## src/rtl/ftsb_pkg.sv

```systemverilog
// package: register map, field positions and carrier types for the status bank
package ftsb_pkg;

  // register word
  typedef logic [7:0] ftsb_reg_t;

  // register offsets on the internal register port
  localparam ftsb_reg_t FAULT_ADDR = 8'hB3;
  localparam ftsb_reg_t HOT_ADDR = 8'hB5;

  // reset value shared by both status registers
  localparam ftsb_reg_t STATUS_RESET = 8'h00;

  // regulator fault register field positions
  localparam int unsigned FAULT_FIRST_AUX_BIT = 4;
  localparam int unsigned FAULT_TERM_BIT = 3;
  localparam int unsigned FAULT_THIRD_AUX_BIT = 0;
  // implemented bits; reserved bits read zero
  localparam ftsb_reg_t FAULT_MASK = 8'h19;

  // thermal register field positions
  localparam int unsigned HOT_REST_OF_DIE_BIT = 4;
  localparam int unsigned HOT_TERM_BIT = 3;
  localparam int unsigned HOT_TOP_RIGHT_BIT = 2;
  localparam int unsigned HOT_TOP_LEFT_BIT = 1;
  localparam int unsigned HOT_BOTTOM_RIGHT_BIT = 0;
  localparam ftsb_reg_t HOT_MASK = 8'h1F;

  // number of temperature sensors
  localparam int unsigned HOT_SENSORS = 5;

  // positions in the combined raw sense vector
  localparam int unsigned SENSE_THIRD_AUX = 0;
  localparam int unsigned SENSE_TERM = 1;
  localparam int unsigned SENSE_FIRST_AUX = 2;
  localparam int unsigned SENSE_HOT_BASE = 3;
  localparam int unsigned SENSE_W = 8;

  // register request from the serial transport
  typedef struct packed {
    logic wr;
    logic rd;
    ftsb_reg_t addr;
    ftsb_reg_t wdata;
  } ftsb_req_s;

  // regulation-loss levels from the analog comparators
  typedef struct packed {
    logic first_aux_regulator_fault;
    logic termination_regulator_fault;
    logic third_aux_regulator_fault;
  } ftsb_loss_s;

endpackage : ftsb_pkg

```

## src/rtl/ftsb_status_bank.sv

```systemverilog
// regulator fault and thermal hot status bank with register read and clear
`timescale 1ns/1ps
`default_nettype none

module ftsb_status_bank
  import ftsb_pkg::*;
(
  // clock and reset
  input wire logic clk,
  input wire logic srst,
  // register port from the serial transport
  input wire ftsb_req_s req,
  output ftsb_reg_t rdata,
  output logic rvalid,
  // asynchronous detector levels
  input wire ftsb_loss_s loss,
  input wire logic [HOT_SENSORS-1:0] sensor_hot
);

  // raw detector levels gathered for the synchronisers
  logic [SENSE_W-1:0] sense_raw;
  logic sense_meta [SENSE_W];
  logic sense_sync [SENSE_W];
  logic [HOT_SENSORS-1:0] hot_sync_v;

  // set, clear and flag vectors
  ftsb_reg_t fault_set;
  ftsb_reg_t hot_set;
  ftsb_reg_t fault_clr;
  ftsb_reg_t hot_clr;
  ftsb_reg_t fault_flags;
  ftsb_reg_t hot_flags;

  // decode and read selection
  logic hit_fault;
  logic hit_hot;
  ftsb_reg_t next_rdata;

  // detector levels arrive from analog, in no relation to clk
  assign sense_raw = {sensor_hot,
                      loss.first_aux_regulator_fault,
                      loss.termination_regulator_fault,
                      loss.third_aux_regulator_fault};

  // two-flop synchroniser per detector; first stage feeds only the second
  genvar gi;
  generate
    for (gi = 0; gi < SENSE_W; gi++) begin : g_sync
      always_ff @(posedge clk) begin
        if (srst) begin
          sense_meta[gi] <= 1'b0;
          sense_sync[gi] <= 1'b0;
        end else begin
          sense_meta[gi] <= sense_raw[gi];
          sense_sync[gi] <= sense_meta[gi];
        end
      end
    end
    // one hot flag per sensor, in sensor order
    for (gi = 0; gi < HOT_SENSORS; gi++) begin : g_hot
      assign hot_sync_v[gi] = sense_sync[SENSE_HOT_BASE + gi];
    end
  endgenerate

  // regulator losses placed on their register bits
  assign fault_set = ((ftsb_reg_t'(sense_sync[SENSE_FIRST_AUX]) << FAULT_FIRST_AUX_BIT)
                    | (ftsb_reg_t'(sense_sync[SENSE_TERM]) << FAULT_TERM_BIT)
                    | (ftsb_reg_t'(sense_sync[SENSE_THIRD_AUX]) << FAULT_THIRD_AUX_BIT))
                    & FAULT_MASK;

  // sensor order already matches bits 4 down to 0
  assign hot_set = {3'h0, hot_sync_v} & HOT_MASK;

  // address decode
  assign hit_fault = (req.addr == FAULT_ADDR);
  assign hit_hot = (req.addr == HOT_ADDR);

  // write one clears; zeros and reserved bits have no effect
  assign fault_clr = (req.wr && hit_fault) ? (req.wdata & FAULT_MASK) : STATUS_RESET;
  assign hot_clr = (req.wr && hit_hot) ? (req.wdata & HOT_MASK) : STATUS_RESET;

  // fault latches; a level still present re-sets on the clear cycle
  ftsb_sticky_bank u_fault_bank (
    .clk(clk),
    .srst(srst),
    .set(fault_set),
    .clr(fault_clr),
    .flags(fault_flags)
  );

  // thermal latches
  ftsb_sticky_bank u_hot_bank (
    .clk(clk),
    .srst(srst),
    .set(hot_set),
    .clr(hot_clr),
    .flags(hot_flags)
  );

  // read select; unmapped offsets read zero
  assign next_rdata = hit_fault ? fault_flags : (hit_hot ? hot_flags : STATUS_RESET);

  // read data held until the next read so the transport can shift it out slowly
  always_ff @(posedge clk) begin
    if (srst) begin
      rdata <= STATUS_RESET;
      rvalid <= 1'b0;
    end else begin
      rvalid <= req.rd;
      if (req.rd) begin
        rdata <= next_rdata;
      end
    end
  end

  // a fault level held for three edges is seen in the flag
  aux1_fault_set_a: assert property (
    @(posedge clk) disable iff (srst)
    loss.first_aux_regulator_fault |-> ##3 fault_flags[FAULT_FIRST_AUX_BIT]
  ) else $error("first aux fault not latched");

  term_fault_set_a: assert property (
    @(posedge clk) disable iff (srst)
    loss.termination_regulator_fault |-> ##3 fault_flags[FAULT_TERM_BIT]
  ) else $error("termination fault not latched");

  aux3_fault_set_a: assert property (
    @(posedge clk) disable iff (srst)
    loss.third_aux_regulator_fault |-> ##3 fault_flags[FAULT_THIRD_AUX_BIT]
  ) else $error("third aux fault not latched");

  // a flag never rises without its detector three edges before
  fault_no_spurious_a: assert property (
    @(posedge clk) disable iff (srst)
    $rose(fault_flags[FAULT_FIRST_AUX_BIT]) |-> $past(loss.first_aux_regulator_fault, 3)
  ) else $error("first aux fault set with no cause");

  // fault flag holds unless a one is written to it
  fault_hold_a: assert property (
    @(posedge clk) disable iff (srst)
    fault_flags[FAULT_TERM_BIT] && !(req.wr && hit_fault && req.wdata[FAULT_TERM_BIT])
    |=> fault_flags[FAULT_TERM_BIT]
  ) else $error("termination fault dropped without clear");

  // a clear with the condition gone empties the flag
  fault_clear_a: assert property (
    @(posedge clk) disable iff (srst)
    req.wr && hit_fault && req.wdata[FAULT_FIRST_AUX_BIT] && !fault_set[FAULT_FIRST_AUX_BIT]
    |=> !fault_flags[FAULT_FIRST_AUX_BIT]
  ) else $error("first aux fault not cleared");

  // rest-of-die and termination sensors land on their own hot bits, top-right only checked together with bottom-right
  hot_die_set_a: assert property (
    @(posedge clk) disable iff (srst)
    sensor_hot[HOT_REST_OF_DIE_BIT] |-> ##3 hot_flags[HOT_REST_OF_DIE_BIT]
  ) else $error("rest of die hot not latched");

  hot_term_set_a: assert property (
    @(posedge clk) disable iff (srst)
    sensor_hot[HOT_TERM_BIT] |-> ##3 hot_flags[HOT_TERM_BIT]
  ) else $error("termination hot not latched");

  hot_corner_set_a: assert property (
    @(posedge clk) disable iff (srst)
    sensor_hot[HOT_TOP_RIGHT_BIT] && sensor_hot[HOT_BOTTOM_RIGHT_BIT]
    |-> ##3 hot_flags[HOT_TOP_RIGHT_BIT] && hot_flags[HOT_BOTTOM_RIGHT_BIT]
  ) else $error("corner hot not latched");

  // top-left flag never rises without its own sensor three edges before
  hot_left_only_a: assert property (
    @(posedge clk) disable iff (srst)
    $rose(hot_flags[HOT_TOP_LEFT_BIT]) |-> $past(sensor_hot[HOT_TOP_LEFT_BIT], 3)
  ) else $error("top-left hot set with no cause");

  // a read alone never clears a hot flag
  hot_read_keep_a: assert property (
    @(posedge clk) disable iff (srst)
    hot_flags[HOT_TOP_LEFT_BIT] && req.rd && !req.wr
    |=> hot_flags[HOT_TOP_LEFT_BIT]
  ) else $error("hot flag cleared by read");

  // reserved fault and hot bits stay zero on every read
  fault_reserved_a: assert property (
    @(posedge clk) disable iff (srst)
    req.rd && hit_fault |=> rvalid && ((rdata & ~FAULT_MASK) == STATUS_RESET)
  ) else $error("reserved fault bits read nonzero");

  hot_reserved_a: assert property (
    @(posedge clk) disable iff (srst)
    req.rd && hit_hot |=> rvalid && (rdata[7:5] == 3'h0)
  ) else $error("reserved hot bits read nonzero");

  // both registers read back zero right after reset
  reset_zero_a: assert property (
    @(posedge clk)
    srst |=> (fault_flags == STATUS_RESET) && (hot_flags == STATUS_RESET)
  ) else $error("status not zero after reset");

  // writing zero leaves the flag alone
  zero_write_keep_a: assert property (
    @(posedge clk) disable iff (srst)
    hot_flags[HOT_REST_OF_DIE_BIT] && req.wr && hit_hot && !req.wdata[HOT_REST_OF_DIE_BIT]
    |=> hot_flags[HOT_REST_OF_DIE_BIT]
  ) else $error("zero write changed hot flag");

  // a clear that meets a live condition leaves the flag set
  clear_loses_a: assert property (
    @(posedge clk) disable iff (srst)
    req.wr && hit_fault && req.wdata[FAULT_THIRD_AUX_BIT] && fault_set[FAULT_THIRD_AUX_BIT]
    |=> fault_flags[FAULT_THIRD_AUX_BIT]
  ) else $error("live fault lost on clear");

  // remaining corner sensors land on their own hot bits
  bottom_hot_set_a: assert property (
    @(posedge clk) disable iff (srst)
    sensor_hot[HOT_BOTTOM_RIGHT_BIT] |-> ##3 hot_flags[HOT_BOTTOM_RIGHT_BIT]
  ) else $error("bottom-right hot not latched");

  left_hot_set_a: assert property (
    @(posedge clk) disable iff (srst)
    sensor_hot[HOT_TOP_LEFT_BIT] |-> ##3 hot_flags[HOT_TOP_LEFT_BIT]
  ) else $error("top-left hot not latched");

  // other fault flags never rise without their own detector
  term_no_cause_a: assert property (
    @(posedge clk) disable iff (srst)
    $rose(fault_flags[FAULT_TERM_BIT]) |-> $past(loss.termination_regulator_fault, 3)
  ) else $error("termination fault set with no cause");

  aux3_no_cause_a: assert property (
    @(posedge clk) disable iff (srst)
    $rose(fault_flags[FAULT_THIRD_AUX_BIT]) |-> $past(loss.third_aux_regulator_fault, 3)
  ) else $error("third aux fault set with no cause");

  // rest-of-die flag needs its own sensor, not a neighbour
  die_no_cause_a: assert property (
    @(posedge clk) disable iff (srst)
    $rose(hot_flags[HOT_REST_OF_DIE_BIT]) |-> $past(sensor_hot[HOT_REST_OF_DIE_BIT], 3)
  ) else $error("rest of die hot set with no cause");

  // termination hot flag needs the sensor at that regulator
  term_hot_cause_a: assert property (
    @(posedge clk) disable iff (srst)
    $rose(hot_flags[HOT_TERM_BIT]) |-> $past(sensor_hot[HOT_TERM_BIT], 3)
  ) else $error("termination hot set with no cause");

  // hot flag holds unless a one is written to it
  hot_hold_a: assert property (
    @(posedge clk) disable iff (srst)
    hot_flags[HOT_TERM_BIT] && !(req.wr && hit_hot && req.wdata[HOT_TERM_BIT])
    |=> hot_flags[HOT_TERM_BIT]
  ) else $error("termination hot dropped without clear");

  // a clear with the sensor cool empties the flag
  hot_clear_a: assert property (
    @(posedge clk) disable iff (srst)
    req.wr && hit_hot && req.wdata[HOT_BOTTOM_RIGHT_BIT] && !hot_set[HOT_BOTTOM_RIGHT_BIT]
    |=> !hot_flags[HOT_BOTTOM_RIGHT_BIT]
  ) else $error("bottom-right hot not cleared");

  // a zero written to the fault register keeps the flag
  fault_zero_keep_a: assert property (
    @(posedge clk) disable iff (srst)
    fault_flags[FAULT_THIRD_AUX_BIT] && req.wr && hit_fault
    && !req.wdata[FAULT_THIRD_AUX_BIT] |=> fault_flags[FAULT_THIRD_AUX_BIT]
  ) else $error("zero write changed fault flag");

  // writes to other offsets never touch the flags
  stray_write_keep_a: assert property (
    @(posedge clk) disable iff (srst)
    req.wr && !hit_fault && !hit_hot && fault_flags[FAULT_FIRST_AUX_BIT]
    |=> fault_flags[FAULT_FIRST_AUX_BIT]
  ) else $error("stray write cleared fault flag");

  // one answer per read strobe, one edge later, and no other
  read_answer_a: assert property (
    @(posedge clk) disable iff (srst)
    req.rd |=> rvalid
  ) else $error("read not answered");

  read_quiet_a: assert property (
    @(posedge clk) disable iff (srst)
    !req.rd |=> !rvalid
  ) else $error("answer with no read");

  // read data is the register as it stood at the strobe
  fault_read_a: assert property (
    @(posedge clk) disable iff (srst)
    req.rd && hit_fault |=> rdata == $past(fault_flags)
  ) else $error("fault read data wrong");

  hot_read_a: assert property (
    @(posedge clk) disable iff (srst)
    req.rd && hit_hot |=> rdata == $past(hot_flags)
  ) else $error("hot read data wrong");

  // unmapped offsets read zero, keeping the transport simple
  unmapped_read_a: assert property (
    @(posedge clk) disable iff (srst)
    req.rd && !hit_fault && !hit_hot |=> rdata == STATUS_RESET
  ) else $error("unmapped read nonzero");

endmodule : ftsb_status_bank

`default_nettype wire

```

## src/rtl/ftsb_sticky_bank.sv

```systemverilog
// sticky write-one-to-clear flag register with set priority
`timescale 1ns/1ps
`default_nettype none

module ftsb_sticky_bank
  import ftsb_pkg::*;
(
  // clock and reset
  input wire logic clk,
  input wire logic srst,
  // hardware set and software clear vectors
  input wire ftsb_reg_t set,
  input wire ftsb_reg_t clr,
  // latched flags
  output ftsb_reg_t flags
);

  ftsb_reg_t next_flags;

  // set beats clear so an event landing on the clear cycle is kept
  assign next_flags = (flags & ~clr) | set;

  // flag storage
  always_ff @(posedge clk) begin
    if (srst) begin
      flags <= STATUS_RESET;
    end else begin
      flags <= next_flags;
    end
  end

endmodule : ftsb_sticky_bank

`default_nettype wire

```

## config.mk

```make
export PLATFORM = sky130hd
export DESIGN_NAME = ftsb_status_bank
export DESIGN_NICKNAME = d
export VERILOG_FILES = /design/src/rtl/ftsb_pkg.sv /design/src/rtl/ftsb_status_bank.sv /design/src/rtl/ftsb_sticky_bank.sv
export SDC_FILE = /design/constraint.sdc
export NUM_CORES = 1
export LEC_CHECK = 0
export BUFFER_PORTS_ARGS = -buffer_cell sky130_fd_sc_hd__buf_2
export CAP_MARGIN = 20
export CELL_PAD_IN_SITES_DETAIL_PLACEMENT = 0
export CELL_PAD_IN_SITES_GLOBAL_PLACEMENT = 2
export CORE_MARGIN = 2
export CORE_UTILIZATION = 37
export DETAILED_ROUTE_END_ITERATION = 10
export GPL_ROUTABILITY_DRIVEN = 0
export PLACE_DENSITY_LB_ADDON = 0.1
export SYNTH_ARGS = -nofsm -noshare
export SYNTH_HDL_FRONTEND = slang
export SYNTH_HIERARCHICAL = 1
export SYNTH_SLANG_ARGS = --single-unit
export TNS_END_PERCENT = 100
```

## constraint.sdc

```tcl
create_clock -name clk -period 3.45 [get_ports clk]
set_clock_uncertainty 0.1 [all_clocks]
set_input_delay 0.69 -clock clk [delete_from_list [all_inputs] [get_ports clk]]
set_output_delay 0.69 -clock clk [all_outputs]
set_load 0.03 [all_outputs]
```

==> flow_summary.yaml <==
global_routing:
  grt-ovfl-total: 0
  grt_usage: 0.119
  grt_pass1_vias: 1019
  antenna_found_initial: 0
  grt_pass1_wl_um: 4690
  grt_max_degree: 41
timing:
  max_freq_ghz: 0.488
  setup_viol: 0
  maxSlewHeadroom: 0.425
  tns_ns: 0
  worstMarginPinSlew_ns: 0.855
  setup_ws_ns: 1.40
  finalCriticalPeriod_ns: 2.05
  hold_viol_final: 0
  finalCritPeriodShare: 0.594
  slew_viol_final: 0
  rsz0062_at_grt: "no"
critical_path:
  critPathCaptureType: "flip-flop"
  worst-path-max-fanout: 5
  max_stage_delay_ns: 0.74
  required_ns: 3.51
  crit_type: "in2reg"
  path_cells: "buf_2, nand4b_1, nor4_1, and2_1, nand2b_4, a21oi_2"
  arrival_ns: 2.11
  path_delay_family: "simple AND/OR/NAND/NOR gates"
  cp.buffers_inverters: 1
  rrSetupSlack_ns: 2.60
  cp_slowest_cell: "nor4_1"
  start_kind: "input port"
die:
  start_util: 0.391
  rows: 24
  die_w_um: 72.3
  io_pins: 37
  core_area_um2: 4410
  die_h_um: 72.3
  fp.dieArea_um2: 5230
final_layout:
  final_util: 0.463
  syn2layout_area_growth_pct: 18.2
  layout.nets: 232
  drive_gt1_frac: 0.371
  final_cell_count_no_fill: 257
  antennaDiodeCount: 0
routing:
  drc: 0
  drtPass1Iterations: 3
  via_count: 1079
  routed_wl_um: 2770
  postRouteAntennaNets: 0
  drtIter0Drc: 24
  routedWlPerCell_um: 10.8
  via_per_inst: 4.20
yosys:
  synth_edf_count: 0
  synth_top_family_by_area: "simple AND/OR/NAND/NOR gates"
  yosysWarningCount: 6
  synth_cells: 156
  synth_compound_area_frac: 0.156
  ys_top_cells_by_count: "41 x dfxtp_1, 24 x inv_1, 18 x nor2b_1"
  yosysUniqueCellTypes: 20
  synth_area_leader_cell: "dfxtp_1"
  synth_area_leaders: "dfxtp_1 48%, nand2b_4 13%, a21oi_2 8.1%"
  synth_ff_type: "dfxtp_1"
  synth_fa_ha_area_frac: 0
  synth_most_common_cell: "dfxtp_1"
  synth-simple-area-share: 0.256
  async_reset_ff_frac: 0
  ys_seq_area_frac: 0.475
  synth_mux_area_frac: 0
  synthXorXnorAreaFrac: 0
  synth.avg_cell_area_um2: 11.1
  ys_ff_latch: 41
  post_synth_instance_area_um2: 1730
  netlist.area_leader.share: 0.475
cts:
  clk_pin_slew_ns: 0.08
  ctsLongestPathBuffers: 2
  root_buffer: "clkbuf_8"
  htreeDepth: 2
  insertion_delay_ns: 0.29
  cts_tree: "yes"
  cts_setup_buffers: 0
  cts.hold.buffers_added: 0
  cts_sinks: 41
  ctsResizeCount: 0
  cts_buffers: 5
placement:
  pre_cts_slack_ns: 1.04
  io_buffer_count: 33
  dp_cells: 249
flow_run:
  cap_violations: 0
power:
  ir_drop_mv: 0.279
  finalPower_uw: 983
  p_leak_uw: 0.000805
  power.density_nw_per_um2: 481
run_status:
  status: "complete, no violations"
worst_hold_path:
  hold_path.class: "reg2reg"
final timing paths:
kind,from,cells past startpoint,end
worst min-delay path,sense_sync[1][0]$_SDFF_PP0_,2,u_hot_bank/flags[1]$_SDFF_PP0_
worst min register to register,sense_sync[1][0]$_SDFF_PP0_,2,u_hot_bank/flags[1]$_SDFF_PP0_
worst max register to register,u_hot_bank/flags[0]$_SDFF_PP0_,2,rdata[0]$_SDFFE_PP0P_
worst max-delay path,req[14],6,u_hot_bank/flags[3]$_SDFF_PP0_
per-stage QoR:
step / cell area (µm²) / hold slack (ns)
2_1_floorplan: 1780 / 0.314
3_3_place_gp: 1920 / 0.319
3_5_place_dp: 1920 / 0.323
4_1_cts: 2040 / 0.337
5_1_grt: 2040 / 0.350
6_report: 2040 / 0.333
cells in the final DEF, fill, tap and decap left out, types with 2 or more instances in the layout:
master and instances:
a21oi_2 16, conb_1 16, inv_1 24, dfxtp_1 41
clkbuf_8 6, buf_2 33, and2_1 8, nand2b_4 16
nor4_1 2, o32ai_1 8, a22oi_1 8, nor2b_1 18
nand2_1 2
flip-flops by register name, summed over array words and instances, names as in the netlist:
register and count:
sense_sync 8, u_fault_bank/flags 8, u_hot_bank/flags 8, rdata 8, sense_meta 8, rvalid 1
area by class of cell:
cell class | count | area (µm²)
sequential | 41 | 821
clock buffer | 6 | 82.6
tap | 52 | 65.1
clock inverter | 2 | 37.5
fill | 443 | 2370
multi-input combinational | 98 | 773
timing repair buffer | 34 | 173
inverter | 24 | 90.1
power by group:
part | total (µW) | internal (µW) | switching, µW | leakage (µW)
registers | 506 | 493 | 12.8 | 0.000338
clock network | 402 | 235 | 166 | 0.0000574
logic | 75.3 | 39.2 | 36.1 | 0.000410
layer usage:
| metal | up-vias | part of all wire | global-route usage |
|---|---|---|---|
| li1 | 582 | - | - |
| met2 | 29 | 0.46 | 0.195 |
| met1 | 464 | 0.45 | 0.136 |
| met3 | 4 | 0.077 | 0.0486 |
| met5 | - | 0 | 0 |
| met4 | 0 | 0.021 | 0.0566 |
tightest hold or removal path, stage by stage, from the launching register on:
cell and delay [ns]:
dfxtp_1 0.30, inv_1 0.05, a21oi_2 0.04
logic make-up (layout without fill, tap and decap cells):
| group | after synthesis | in the layout |
|---|---|---|
| AND/OR/NAND/NOR | 50 | 50 |
| other | 1 | 16 |
| AO/OA/AOI/OAI | 32 | 32 |
| flip-flops | 41 | 41 |
| buffers and inverters | 32 | 66 |
No activity file was read; power rests on OpenSTA's default activity.
